File: config.mk
export PLATFORM = sky130hd
export DESIGN_NAME = ebg_gateway
export DESIGN_NICKNAME = d
export VERILOG_FILES = /design/src/ebg_pkg.sv /design/src/ebg_timeout.sv /design/src/ebg_axil_regs.sv /design/src/ebg_gateway.sv
export SDC_FILE = /design/constraint.sdc
export NUM_CORES = 1
export LEC_CHECK = 0
export BUFFER_PORTS_ARGS = -buffer_cell sky130_fd_sc_hd__buf_2
export CORE_MARGIN = 2
export CORE_UTILIZATION = 33
export CTS_CLUSTER_SIZE = 30
export DETAILED_ROUTE_END_ITERATION = 10
export PLACE_DENSITY = 0.55
export REMOVE_ABC_BUFFERS = 1
export SYNTH_ARGS = -nofsm -noshare
export SYNTH_HDL_FRONTEND = slang
export SYNTH_SLANG_ARGS = --single-unit
File: constraint.sdc
create_clock -name clk_i -period 6.7 [get_ports clk_i]
set_input_delay 0.67 -clock clk_i [delete_from_list [all_inputs] [get_ports clk_i]]
set_output_delay 0.67 -clock clk_i [all_outputs]
set_load 0.05 [all_outputs]
File: src/ebg_pkg.sv
// shared constants, field layouts and carrier types of the external bus gateway
// assumes one processor clock domain; included by every gateway module
package ebg_pkg;

	// address windows that never leave the chip
	localparam logic [31:0] EBG_IMEM_BASE = 32'h0000_0000;
	localparam logic [31:0] EBG_IMEM_LAST = 32'h0000_FFFF;
	localparam logic [31:0] EBG_DMEM_BASE = 32'h8000_0000;
	localparam logic [31:0] EBG_DMEM_LAST = 32'h8000_1FFF;
	localparam logic [31:0] EBG_BROM_BASE = 32'hFFFF_0000;
	localparam logic [31:0] EBG_BROM_LAST = 32'hFFFF_7FFF;
	localparam logic [31:0] EBG_IO_BASE   = 32'hFFFF_FE00;
	localparam logic [31:0] EBG_IO_LAST   = 32'hFFFF_FFFF;
	localparam logic [31:0] EBG_XIP_BASE  = 32'hE000_0000;
	localparam logic [31:0] EBG_XIP_LAST  = 32'hEFFF_FFFF;

	// register byte offsets
	localparam logic [7:0] EBG_OFS_CTRL = 8'h00;
	localparam logic [7:0] EBG_OFS_TMO  = 8'h04;
	localparam logic [7:0] EBG_OFS_STAT = 8'h08;

	// control fields
	localparam int EBG_CTRL_PIPE   = 0;
	localparam int EBG_CTRL_BIG    = 1;
	localparam int EBG_CTRL_DIRECT = 2;
	// status fields
	localparam int EBG_STAT_BUSY = 0;
	localparam int EBG_STAT_HOLD = 1;
	localparam int EBG_STAT_TMO  = 2;
	localparam int EBG_STAT_ERR  = 3;

	// reset values
	localparam logic [2:0]  EBG_CTRL_RST = 3'h0;
	localparam logic [31:0] EBG_TMO_RST  = 32'h0000_00FF;

	// bus answers
	localparam logic [1:0] EBG_RESP_OK  = 2'h0;
	localparam logic [1:0] EBG_RESP_ERR = 2'h2;

	typedef enum logic [1:0] {
		EBG_IDLE = 2'b01,
		EBG_BUSY = 2'b10
	} ebg_state_t;

	typedef struct packed {
		logic [31:0] addr;
		logic [31:0] wdata;
		logic [3:0]  ben;
		logic        we;
		logic        re;
		logic        priv;
		logic        ifetch;
		logic        lr;
		logic        fence;
		logic        fencei;
	} ebg_cpu_req_t;

	typedef struct packed {
		logic [31:0] rdata;
		logic        ack;
		logic        err;
	} ebg_cpu_rsp_t;

	typedef struct packed {
		logic [31:0] adr;
		logic [31:0] dat;
		logic [3:0]  sel;
		logic        we;
		logic        stb;
		logic        cyc;
		logic [2:0]  access_type_tag;
		logic        exclusive_hold;
	} ebg_wb_out_t;

	typedef struct packed {
		logic [31:0] dat;
		logic        ack;
		logic        err;
	} ebg_wb_in_t;

endpackage : ebg_pkg

File: src/ebg_timeout.sv
// response watchdog of the external bus gateway
// assumes start is a one-cycle pulse and run is high while unanswered
`timescale 1ns/100ps
module ebg_timeout
	import ebg_pkg::*;
(
	// clock and reset
	input  wire logic        clk_i,
	input  wire logic        nrst_i,
	// control
	input  wire logic        start_i,
	input  wire logic [31:0] limit_i,
	input  wire logic        run_i,
	// result
	output logic             expire_o
);

	logic [31:0] cnt_q;
	logic        en_q;

	// zero limit leaves the transfer waiting for ever
	always_ff @(posedge clk_i or negedge nrst_i) begin
		if (!nrst_i) begin
			cnt_q <= 32'h0000_0000;
			en_q  <= 1'b0;
		end else if (start_i) begin
			cnt_q <= limit_i;
			en_q  <= (limit_i != 32'h0000_0000);
		end else if (run_i && cnt_q != 32'h0000_0001) begin
			cnt_q <= cnt_q - 32'h0000_0001;
		end
	end

	assign expire_o = run_i && en_q && (cnt_q == 32'h0000_0001);

endmodule : ebg_timeout

File: src/ebg_axil_regs.sv
// AXI4-Lite register slave of the external bus gateway
// assumes a single clock; one write and one read under way at a time
`timescale 1ns/100ps
module ebg_axil_regs
	import ebg_pkg::*;
(
	// clock and reset
	input  wire logic        clk_i,
	input  wire logic        nrst_i,
	// write address and data
	input  wire logic [7:0]  s_axil_awaddr_i,
	input  wire logic        s_axil_awvalid_i,
	output logic             s_axil_awready_o,
	input  wire logic [31:0] s_axil_wdata_i,
	input  wire logic [3:0]  s_axil_wstrb_i,
	input  wire logic        s_axil_wvalid_i,
	output logic             s_axil_wready_o,
	output logic [1:0]       s_axil_bresp_o,
	output logic             s_axil_bvalid_o,
	input  wire logic        s_axil_bready_i,
	// read
	input  wire logic [7:0]  s_axil_araddr_i,
	input  wire logic        s_axil_arvalid_i,
	output logic             s_axil_arready_o,
	output logic [31:0]      s_axil_rdata_o,
	output logic [1:0]       s_axil_rresp_o,
	output logic             s_axil_rvalid_o,
	input  wire logic        s_axil_rready_i,
	// gateway side
	output logic [2:0]       ctrl_o,
	output logic [31:0]      tmo_o,
	input  wire logic        busy_i,
	input  wire logic        hold_i,
	input  wire logic        evt_tmo_i,
	input  wire logic        evt_err_i
);

	logic        aw_full_q, w_full_q, bvalid_q, rvalid_q;
	logic        tmo_flag_q, err_flag_q;
	logic [7:0]  awaddr_q;
	logic [31:0] wdata_q, rdata_q;
	logic [3:0]  wstrb_q;
	logic [1:0]  bresp_q, rresp_q;
	logic        do_wr, clr_tmo, clr_err;

	assign s_axil_awready_o = !aw_full_q && !bvalid_q;
	assign s_axil_wready_o  = !w_full_q && !bvalid_q;
	assign s_axil_arready_o = !rvalid_q;
	assign s_axil_bvalid_o  = bvalid_q;
	assign s_axil_bresp_o   = bresp_q;
	assign s_axil_rvalid_o  = rvalid_q;
	assign s_axil_rdata_o   = rdata_q;
	assign s_axil_rresp_o   = rresp_q;

	assign do_wr   = aw_full_q && w_full_q && !bvalid_q;
	assign clr_tmo = do_wr && awaddr_q == EBG_OFS_STAT && wstrb_q[0]
		&& wdata_q[EBG_STAT_TMO];
	assign clr_err = do_wr && awaddr_q == EBG_OFS_STAT && wstrb_q[0]
		&& wdata_q[EBG_STAT_ERR];

	// address and data may arrive in either order
	always_ff @(posedge clk_i or negedge nrst_i) begin
		if (!nrst_i) begin
			aw_full_q <= 1'b0;
			w_full_q  <= 1'b0;
			awaddr_q  <= 8'h00;
			wdata_q   <= 32'h0000_0000;
			wstrb_q   <= 4'h0;
		end else if (do_wr) begin
			aw_full_q <= 1'b0;
			w_full_q  <= 1'b0;
		end else begin
			if (s_axil_awvalid_i && s_axil_awready_o) begin
				aw_full_q <= 1'b1;
				awaddr_q  <= s_axil_awaddr_i;
			end
			if (s_axil_wvalid_i && s_axil_wready_o) begin
				w_full_q <= 1'b1;
				wdata_q  <= s_axil_wdata_i;
				wstrb_q  <= s_axil_wstrb_i;
			end
		end
	end

	always_ff @(posedge clk_i or negedge nrst_i) begin
		if (!nrst_i) begin
			bvalid_q <= 1'b0;
			bresp_q  <= EBG_RESP_OK;
		end else if (do_wr) begin
			bvalid_q <= 1'b1;
			bresp_q  <= (awaddr_q == EBG_OFS_CTRL || awaddr_q == EBG_OFS_TMO
				|| awaddr_q == EBG_OFS_STAT) ? EBG_RESP_OK : EBG_RESP_ERR;
		end else if (s_axil_bready_i) begin
			bvalid_q <= 1'b0;
		end
	end

	always_ff @(posedge clk_i or negedge nrst_i) begin
		if (!nrst_i) begin
			ctrl_o <= EBG_CTRL_RST;
			tmo_o  <= EBG_TMO_RST;
		end else if (do_wr) begin
			if (awaddr_q == EBG_OFS_CTRL && wstrb_q[0])
				ctrl_o <= wdata_q[2:0];
			if (awaddr_q == EBG_OFS_TMO) begin
				for (int b = 0; b < 4; b++) begin
					if (wstrb_q[b])
						tmo_o[8*b +: 8] <= wdata_q[8*b +: 8];
				end
			end
		end
	end

	// sticky flags: a new event beats a clear in the same cycle
	always_ff @(posedge clk_i or negedge nrst_i) begin
		if (!nrst_i) begin
			tmo_flag_q <= 1'b0;
			err_flag_q <= 1'b0;
		end else begin
			tmo_flag_q <= evt_tmo_i || (tmo_flag_q && !clr_tmo);
			err_flag_q <= evt_err_i || (err_flag_q && !clr_err);
		end
	end

	always_ff @(posedge clk_i or negedge nrst_i) begin
		if (!nrst_i) begin
			rvalid_q <= 1'b0;
			rdata_q  <= 32'h0000_0000;
			rresp_q  <= EBG_RESP_OK;
		end else if (s_axil_arvalid_i && s_axil_arready_o) begin
			rvalid_q <= 1'b1;
			rresp_q  <= EBG_RESP_OK;
			rdata_q  <= 32'h0000_0000;
			case (s_axil_araddr_i)
				EBG_OFS_CTRL: rdata_q[2:0] <= ctrl_o;
				EBG_OFS_TMO:  rdata_q <= tmo_o;
				EBG_OFS_STAT: rdata_q[3:0] <= {err_flag_q, tmo_flag_q,
					hold_i, busy_i};
				default:      rresp_q <= EBG_RESP_ERR;
			endcase
		end else if (s_axil_rready_i) begin
			rvalid_q <= 1'b0;
		end
	end

endmodule : ebg_axil_regs

File: src/ebg_gateway.sv
// external bus gateway: forwards CPU accesses that miss every internal
// window onto a classic or pipelined strobe bus, one transfer at a time
// assumes the CPU holds off a new access until the previous one is answered
//
// Function
// - gateway forwards nothing unless the external port is present
// - forward only accesses missing IMEM, DMEM, boot ROM and IO windows
// - accesses to the execute-in-place window are never forwarded
// - classic mode holds strobe and all controls until the transfer ends
// - pipelined mode raises strobe only in the first transfer cycle
// - no bursts, one transfer outstanding, no stall input
// - nonzero timeout drops cyc and reports an access fault on expiry
// - zero timeout waits for ever for ack or err
// - a nonzero timeout is the recommended setting
// - tag bit 0 high for machine-mode accesses
// - tag bit 1 always low, marking secure accesses
// - tag bit 2 high for instruction fetches
// - load-reserve raises exclusive hold until the next data access that is not a load-reserve; instruction fetches leave it
// - little byte order by default, big order reverses bytes
// - outgoing and returning signals registered by default
// - direct return bypasses the return register except for timeout faults
// - separate outputs flag fence and instruction-fence execution
`timescale 1ns/100ps
module ebg_gateway
	import ebg_pkg::*;
#(
	parameter bit EXT_PORT_PRESENT       = 1'b1,
	parameter bit IMEM_PRESENT           = 1'b1,
	parameter bit DMEM_PRESENT           = 1'b1,
	parameter bit EXECUTE_IN_PLACE_MODULE = 1'b0,
	parameter bit ATOMIC_SUPPORT_OPTION  = 1'b1
) (
	// clock and reset
	input  wire logic         clk_i,
	input  wire logic         nrst_i,
	// CPU side
	input  wire ebg_cpu_req_t cpu_req_i,
	output ebg_cpu_rsp_t      cpu_rsp_o,
	output logic              fence_o,
	output logic              fencei_o,
	// external bus
	output ebg_wb_out_t       wb_o,
	input  wire ebg_wb_in_t   wb_i,
	// register bus
	input  wire logic [7:0]   s_axil_awaddr_i,
	input  wire logic         s_axil_awvalid_i,
	output logic              s_axil_awready_o,
	input  wire logic [31:0]  s_axil_wdata_i,
	input  wire logic [3:0]   s_axil_wstrb_i,
	input  wire logic         s_axil_wvalid_i,
	output logic              s_axil_wready_o,
	output logic [1:0]        s_axil_bresp_o,
	output logic              s_axil_bvalid_o,
	input  wire logic         s_axil_bready_i,
	input  wire logic [7:0]   s_axil_araddr_i,
	input  wire logic         s_axil_arvalid_i,
	output logic              s_axil_arready_o,
	output logic [31:0]       s_axil_rdata_o,
	output logic [1:0]        s_axil_rresp_o,
	output logic              s_axil_rvalid_o,
	input  wire logic         s_axil_rready_i
);

	ebg_state_t  state_q;
	ebg_wb_out_t wb_q;
	logic [2:0]  ctrl;
	logic [31:0] tmo_lim;
	logic [31:0] tx_dat, rx_dat, rdata_q;
	logic [3:0]  tx_sel;
	logic        pipelined_strobe_select, big_byte_order_select;
	logic        direct_return_select;
	logic        hit_int, hit_xip, access, fwd, start, answer, expire;
	logic        ack_q, err_q, fence_q, fencei_q;

	assign pipelined_strobe_select = ctrl[EBG_CTRL_PIPE];
	assign big_byte_order_select   = ctrl[EBG_CTRL_BIG];
	assign direct_return_select    = ctrl[EBG_CTRL_DIRECT];

	// address decode
	function automatic logic in_win(logic [31:0] a, logic [31:0] lo,
		logic [31:0] hi);
		in_win = (a >= lo) && (a <= hi);
	endfunction : in_win

	assign hit_int =
		(IMEM_PRESENT && in_win(cpu_req_i.addr, EBG_IMEM_BASE,
			EBG_IMEM_LAST)) ||
		(DMEM_PRESENT && in_win(cpu_req_i.addr, EBG_DMEM_BASE,
			EBG_DMEM_LAST)) ||
		in_win(cpu_req_i.addr, EBG_BROM_BASE, EBG_BROM_LAST) ||
		in_win(cpu_req_i.addr, EBG_IO_BASE, EBG_IO_LAST);
	assign hit_xip = EXECUTE_IN_PLACE_MODULE &&
		in_win(cpu_req_i.addr, EBG_XIP_BASE, EBG_XIP_LAST);
	assign access = cpu_req_i.re || cpu_req_i.we;
	assign fwd    = EXT_PORT_PRESENT && access && !hit_int && !hit_xip;
	assign start  = (state_q == EBG_IDLE) && fwd;
	assign answer = wb_q.cyc && (wb_i.ack || wb_i.err);

	// byte order: lanes mirrored when big order is selected
	genvar b;
	generate
		for (b = 0; b < 4; b++) begin : g_lane
			assign tx_dat[8*b +: 8] = big_byte_order_select ?
				cpu_req_i.wdata[8*(3-b) +: 8] : cpu_req_i.wdata[8*b +: 8];
			assign tx_sel[b] = big_byte_order_select ?
				cpu_req_i.ben[3-b] : cpu_req_i.ben[b];
			assign rx_dat[8*b +: 8] = big_byte_order_select ?
				wb_i.dat[8*(3-b) +: 8] : wb_i.dat[8*b +: 8];
		end
	endgenerate

	always_ff @(posedge clk_i or negedge nrst_i) begin
		if (!nrst_i)
			state_q <= EBG_IDLE;
		else begin
			case (state_q)
				EBG_IDLE: if (start) state_q <= EBG_BUSY;
				EBG_BUSY: if (answer || expire) state_q <= EBG_IDLE;
				default:  state_q <= EBG_IDLE;
			endcase
		end
	end

	// outgoing register: controls latched at the start and held
	always_ff @(posedge clk_i or negedge nrst_i) begin
		if (!nrst_i) begin
			wb_q.adr <= 32'h0000_0000;
			wb_q.dat <= 32'h0000_0000;
			wb_q.sel <= 4'h0;
			wb_q.we  <= 1'b0;
			wb_q.stb <= 1'b0;
			wb_q.cyc <= 1'b0;
			wb_q.access_type_tag <= 3'h0;
			wb_q.exclusive_hold  <= 1'b0;
		end else begin
			if (start) begin
				wb_q.adr <= cpu_req_i.addr;
				wb_q.dat <= tx_dat;
				wb_q.sel <= tx_sel;
				wb_q.we  <= cpu_req_i.we;
				wb_q.stb <= 1'b1;
				wb_q.cyc <= 1'b1;
				wb_q.access_type_tag <= {cpu_req_i.ifetch, 1'b0,
					cpu_req_i.priv};
			end else if (answer || expire) begin
				wb_q.stb <= 1'b0;
				wb_q.cyc <= 1'b0;
			end else if (pipelined_strobe_select) begin
				wb_q.stb <= 1'b0;
			end
			// lock follows the last data access; any data access other than a load-reserve ends it
			if (ATOMIC_SUPPORT_OPTION && access && !cpu_req_i.ifetch)
				wb_q.exclusive_hold <= cpu_req_i.lr;
		end
	end

	assign wb_o = wb_q;

	ebg_timeout u_timeout (
		.clk_i   (clk_i),
		.nrst_i  (nrst_i),
		.start_i (start),
		.limit_i (tmo_lim),
		.run_i   (wb_q.cyc && !wb_i.ack && !wb_i.err),
		.expire_o(expire)
	);

	// returning register; timeout faults always take this path
	always_ff @(posedge clk_i or negedge nrst_i) begin
		if (!nrst_i) begin
			ack_q   <= 1'b0;
			err_q   <= 1'b0;
			rdata_q <= 32'h0000_0000;
		end else begin
			ack_q <= !direct_return_select && wb_q.cyc && wb_i.ack;
			err_q <= expire ||
				(!direct_return_select && wb_q.cyc && wb_i.err);
			if (wb_q.cyc && wb_i.ack)
				rdata_q <= rx_dat;
		end
	end

	always_comb begin
		if (direct_return_select) begin
			cpu_rsp_o.ack   = wb_q.cyc && wb_i.ack;
			cpu_rsp_o.err   = (wb_q.cyc && wb_i.err) || err_q;
			cpu_rsp_o.rdata = rx_dat;
		end else begin
			cpu_rsp_o.ack   = ack_q;
			cpu_rsp_o.err   = err_q;
			cpu_rsp_o.rdata = rdata_q;
		end
	end

	always_ff @(posedge clk_i or negedge nrst_i) begin
		if (!nrst_i) begin
			fence_q  <= 1'b0;
			fencei_q <= 1'b0;
		end else begin
			fence_q  <= cpu_req_i.fence;
			fencei_q <= cpu_req_i.fencei;
		end
	end

	assign fence_o  = fence_q;
	assign fencei_o = fencei_q;

	ebg_axil_regs u_regs (
		.clk_i           (clk_i),
		.nrst_i          (nrst_i),
		.s_axil_awaddr_i (s_axil_awaddr_i),
		.s_axil_awvalid_i(s_axil_awvalid_i),
		.s_axil_awready_o(s_axil_awready_o),
		.s_axil_wdata_i  (s_axil_wdata_i),
		.s_axil_wstrb_i  (s_axil_wstrb_i),
		.s_axil_wvalid_i (s_axil_wvalid_i),
		.s_axil_wready_o (s_axil_wready_o),
		.s_axil_bresp_o  (s_axil_bresp_o),
		.s_axil_bvalid_o (s_axil_bvalid_o),
		.s_axil_bready_i (s_axil_bready_i),
		.s_axil_araddr_i (s_axil_araddr_i),
		.s_axil_arvalid_i(s_axil_arvalid_i),
		.s_axil_arready_o(s_axil_arready_o),
		.s_axil_rdata_o  (s_axil_rdata_o),
		.s_axil_rresp_o  (s_axil_rresp_o),
		.s_axil_rvalid_o (s_axil_rvalid_o),
		.s_axil_rready_i (s_axil_rready_i),
		.ctrl_o          (ctrl),
		.tmo_o           (tmo_lim),
		.busy_i          (wb_q.cyc),
		.hold_i          (wb_q.exclusive_hold),
		.evt_tmo_i       (expire),
		.evt_err_i       (answer && wb_i.err)
	);

	// checking logic: limit and age of the running transfer
	logic [31:0] lim_q, age_q;
	always_ff @(posedge clk_i or negedge nrst_i) begin
		if (!nrst_i) begin
			lim_q <= 32'h0000_0000;
			age_q <= 32'h0000_0000;
		end else if (start) begin
			lim_q <= tmo_lim;
			age_q <= 32'h0000_0000;
		end else if (wb_q.cyc) begin
			age_q <= age_q + 32'h0000_0001;
		end
	end
endmodule : ebg_gateway

== After elaboration in Yosys (flattened, before gate mapping) ==
Index checks and enable logic that the tools add are counted.
Operators by class
  add/subtract/negate cells: 1
  magnitude comparators: 8
  equal/unequal tests: 10
  mux-type cells: 35
  bitwise operators: 1
  reduce and logical (&&, ||, !) cells: 75
Operators with widths (number)
  32-bit greater-or-equal comparator (second input constant): 3
  32-bit <= comparator (second input constant): 3
  32-bit 2-to-1 mux: 2
  8-bit 2-to-1 mux: 8
  34-bit 2-to-1 mux: 1
  1-bit logical AND: 33
  32-bit by 1-bit equality test with 1-bit output (second input constant): 1
  32-bit by 1-bit greater-or-equal comparator with 1-bit output (second input constant): 1
  32-bit by 16-bit <= comparator with 1-bit output (second input constant): 1
  32-bit by 1-bit != test with 1-bit output (second input constant): 1
  32-bit nonzero test: 1
  32-bit by 1-bit subtractor with 32-bit output (second input constant): 1
  28-bit 2-to-1 mux: 1
  8-bit by 3-bit equality test with 1-bit output (second input constant): 2
  8-bit by 4-bit equality test with 1-bit output (second input constant): 2
  8-bit logical NOT: 2
  1-bit 2-to-1 mux: 15
  1-bit logical OR: 12
  3-bit AND reduction: 4
  2-bit nonzero test: 6
  1-bit logical NOT: 11
  2-bit 2-to-1 mux: 5
  3-bit case mux with 3 select lines: 1
  2-bit AND reduction: 4
  other kinds (8): 9
Storage, ports and cells
  register bits: 266
  input bits: 168
  logic and storage cells: 163

== Logic depth before layout (Yosys ltp) ==
  depth in word-level cells: 10
  gate-level depth with buffers: 9
  gate-level depth less buffers: 7

== By module ==
Synthesis repeated with hierarchy kept, for this count alone.
Second synthesis, totals
  cells, all modules: 1094
  area total of the unflattened synthesis: 12314.3 µm²
By module, submodules not included
  ebg_gateway: instances 1, cells each 492, area each 5405.2 µm², seq. area each 2803.9 µm²
  ebg_axil_regs: instances 1, cells each 360, area each 4724.5 µm², seq. area each 2987.9 µm²
  ebg_timeout: instances 1, cells each 242, area each 2184.6 µm², seq. area each 825.8 µm²

== Worst setup path after synthesis ==
OpenSTA, ideal clock, no wires.
  path type: register to register
  start: register u_regs.bvalid_q (netlist: u_regs.s_axil_bvalid_o)
  end: register u_regs.wdata_q[10]
  setup time: 0.125 ns
  arrival: 2.588 ns
  data required time: 6.575 ns
  setup slack: 3.987 ns
  stages on the path, launching flop included: 6
  buffers on the path: 2
  path through: dfrtp_1 -> nor2_1 -> and2_1 -> clkbuf_1 -> clkbuf_1 -> mux2_2
Between the ends
  longest elaborated chain between the ends: 4
  elaborated cells between the ends (all ways): 6
  those cells by class: bitwise (1); reduce/logical (5)
RTL lines
  from (decl): RTL line ebg_axil_regs.sv:38  | logic aw_full_q, w_full_q, bvalid_q, rvalid_q;
  from (signal assigned): RTL line ebg_axil_regs.sv:87  | bvalid_q <= 1'b0;
  from (signal assigned): RTL line ebg_axil_regs.sv:90  | bvalid_q <= 1'b1;
  from (signal assigned): RTL line ebg_axil_regs.sv:94  | bvalid_q <= 1'b0;
  1-bit logical NOT: RTL line ebg_axil_regs.sv:47  | assign s_axil_wready_o = !w_full_q && !bvalid_q;
  1-bit logical AND: RTL line ebg_axil_regs.sv:47
  net s_axil_wready_o: RTL line ebg_gateway.sv:51  | output logic s_axil_wready_o,
  1-bit logical AND: RTL line ebg_axil_regs.sv:77  | if (s_axil_wvalid_i && s_axil_wready_o) begin
  2-bit AND reduction (no source line)
  to (signal assigned): RTL line ebg_axil_regs.sv:79  | wdata_q <= s_axil_wdata_i;
  to (decl): RTL line ebg_axil_regs.sv:41  | logic [31:0] wdata_q, rdata_q;
The timed path passes the listed nets, and every way through them passes these cells.
A chain may end at the register's enable or synchronous reset.

==> metrics.yaml <==
postLayoutCellArea_mm2: 0.0150
coreArea_mm2: 0.0357
yosysUniqueCellTypes: 68
whs_ps: 119
drive_gt1_share_pct: 39.9
finalWorstSetupSlack_ps: 3310
timing.setup.tns_ps: 0
path_clk_slew_ps: 60
reg2reg_depth: 5
setup.worst_path.end: "cpu_rsp_o[32]"
antenna_found_initial: 3
pwr_density_cell_mw_per_mm2: 283
worst_ep_required_time_ps: 6030
r2r_slack_ps: 3990
drc: 0
drt_iter0_markers: 481
grt_max_degree: 164
cp_num_buf_inv: 2
layout.cells.non_filler: 1817
finalMaxSlewViolations: 0
layout_min_cycle_time_ps: 3390
drt_wl_total_mm: 32.8
cts_setup_buffers: 0
outcome: "finished, final reports clean"
viasPerCell: 5.13
cts_resized: 0
area_growth_pct: 24.5
crit_arrival_ps: 2720
dr.pass1.iters: 5
clk_latency_ps: 550
worstReg2RegEnd: "u_timeout.cnt_q[6]$_DFFE_PN0P_"
grt_pass1_vias: 9357
design.die.area_mm2: 0.0380
vdd_drop_max_mv: 0.320
num_vias: 9325
crit_type: "reg2out"
critPathSlowestCell: "buf_4"
routedWlPerCell_um: 18.0
yosys.area.top_type_share_pct: 53.1
numCtsBuffers: 30
antenna_left: 0
cap_violations: 0
placed_cell_area_mm2: 0.0140
max_slew_margin_pct: 30.0
cp-end-kind: "output pin"
synth.area.top_cells: "dfrtp_1 53%, mux2_2 11%, mux2i_1 5.9%"
synth_edf_count: 0
ios: 320
ys.flop_type: "dfrtp_1"
synth_top_area_cell: "dfrtp_1"
dieWidth_um: 195
hold_viol: 0
syn_inst: 1041
rsz0062_at_grt: "no"
grt_usage_pct: 16.8
start_util_pct: 33.6
cts_hold_buf: 0
critPathTopFamily: "buffers and inverters"
dp_cells: 1757
skew_ps: 10.3
worst_pin_slew_ps: 1050
cts_root_buf: "clkbuf_16"
seq_area_frac_synth_pct: 55.0
hold_class: "in2async"
fin_util_pct: 41.9
dp_hpwl_mm: 22.4
grt-ovfl-total: 0
fin_crit_sh_pct: 50.6
finalSetupViolations: 0
crit_chain: "buf_4 > mux2i_1 > a21oi_1 > buf_2"
p_leak_nw: 7.33
crit_fanout: 48
rr_startpoint: "u_timeout.cnt_q[27]$_DFFE_PN0P_"
async_flop_share_pct: 100
die_h_um: 195
gp_congestion: 0.799
worstSetupPathDepth: 4
clock_path_buffers: 3
total_power_mw: 4.23
cts_tree: "built"
place_ws_ps: 2920
num_rows: 69
cp-startpoint: "u_regs.ctrl_o[1]$_DFFE_PN0P_"
port_buffers: 316
max_stage_delay_ps: 720
synthesis.area_mm2: 0.0120
yosys_warnings: 0
grt_first_pass_wirelength_mm: 51.8
syn_area_per_cell_um2: 11.5
fmax_ghz: 0.295
critical_path.startpoint_type: "flop"
htree_levels: 1
cts_sinks: 264
ys_seq_elements: 264
nets: 1498
-- final cells by class --
type / count / area, um2
Sequential cell: 264 / 6620
Antenna cell: 4 / 10.0
Multi-Input combinational cell: 701 / 5090
Inverter: 5 / 18.8
Clock inverter: 12 / 91.3
Clock buffer: 44 / 875
Timing Repair Buffer: 326 / 1680
Tap cell: 461 / 577
Fill cell: 3510 / 20800
-- worst reg2reg max path, stage by stage, from the launching register on --
cell	delay, ps
dfrtp_1	380
or4_1	680
nor4_2	480
and4_1	650
o31ai_1	130
mux2_2	280
-- layer usage --
layer	vias to the layer above	GRT usage, %	share of wire, %
li1	4443	-	-
met1	4567	24.0	47
met2	265	26.1	45
met3	48	3.18	5.9
met4	2	4.55	2.1
met5	-	0	0.040
-- flip-flops by register name (all words and copies together) (netlist names), 2 cells and up --
register	count
u_regs.awaddr_q	8
u_regs.ctrl_o	3
rdata_q	32
u_regs.wstrb_q	4
wb_o	74
state_q	2
u_timeout.cnt_q	32
u_regs.wdata_q	32
u_regs.s_axil_rdata_o	32
u_regs.tmo_o	32
-- worst min path at each step --
stage | startpoint | end
finish | nrst_i | u_regs.wstrb_q[2]$_DFFE_PN0P_
global placement | u_regs.s_axil_rdata_o[3]$_DFFE_PN0P_ | u_regs.s_axil_rdata_o[3]$_DFFE_PN0P_
CTS | nrst_i | u_regs.wstrb_q[2]$_DFFE_PN0P_
global route | nrst_i | u_regs.wstrb_q[2]$_DFFE_PN0P_
detailed placement | u_regs.s_axil_rdata_o[1]$_DFFE_PN0P_ | u_regs.s_axil_rdata_o[1]$_DFFE_PN0P_
floorplan | nrst_i | ack_q$_DFF_PN0_
-- layout by cell type (no fill, tap or decap), types with 11 or more instances in the layout --
cell type,n
nor2_1,83
nor3_1,28
a21oi_1,72
a22o_1,28
a31oi_1,20
or4_1,12
or3_1,16
mux2i_1,71
nand4_1,12
buf_2,315
nor4_1,17
dfrtp_1,253
mux2_2,120
o31ai_1,11
nand2_1,21
o21ai_0,98
clkbuf_16,31
-- synth_stat cells (11+ instances only) --
| master | count |
|---|---|
| a22o_1 | 28 |
| clkbuf_1 | 47 |
| nor3_1 | 28 |
| o21ai_0 | 98 |
| or4_1 | 12 |
| o31ai_1 | 11 |
| nor4_1 | 17 |
| mux2i_1 | 71 |
| or3_1 | 16 |
| nand2_1 | 21 |
| a31oi_1 | 20 |
| nand4_1 | 12 |
| nor2_1 | 83 |
| a21oi_1 | 72 |
| dfrtp_1 | 255 |
| buf_1 | 11 |
| mux2_2 | 120 |
-- where the power goes --
part           internal, mW  switching (mW)  total [mW]  leakage, nW
registers              1.78           0.131        1.91         3.52
logic                 0.306           0.418       0.725         3.33
clock network         0.939           0.656        1.60        0.481
-- cells by family (layout without fill, tap and decap cells) --
group / count (synthesis) / after routing / synth area share [%]
and+or+nand+nor: 242 / 242 / 11.2
muxes: 191 / 191 / 17.2
adders and majority gates: 2 / 2 / 0.208
DFF: 264 / 264 / 55.0
other: 1 / 7 / 0.0312
AOI/OAI and AO/OA: 260 / 260 / 13.2
xor gates and xnor gates: 3 / 3 / 0.219
buffers and inverters: 78 / 387 / 2.95
(Power assumes the default switching activity.)
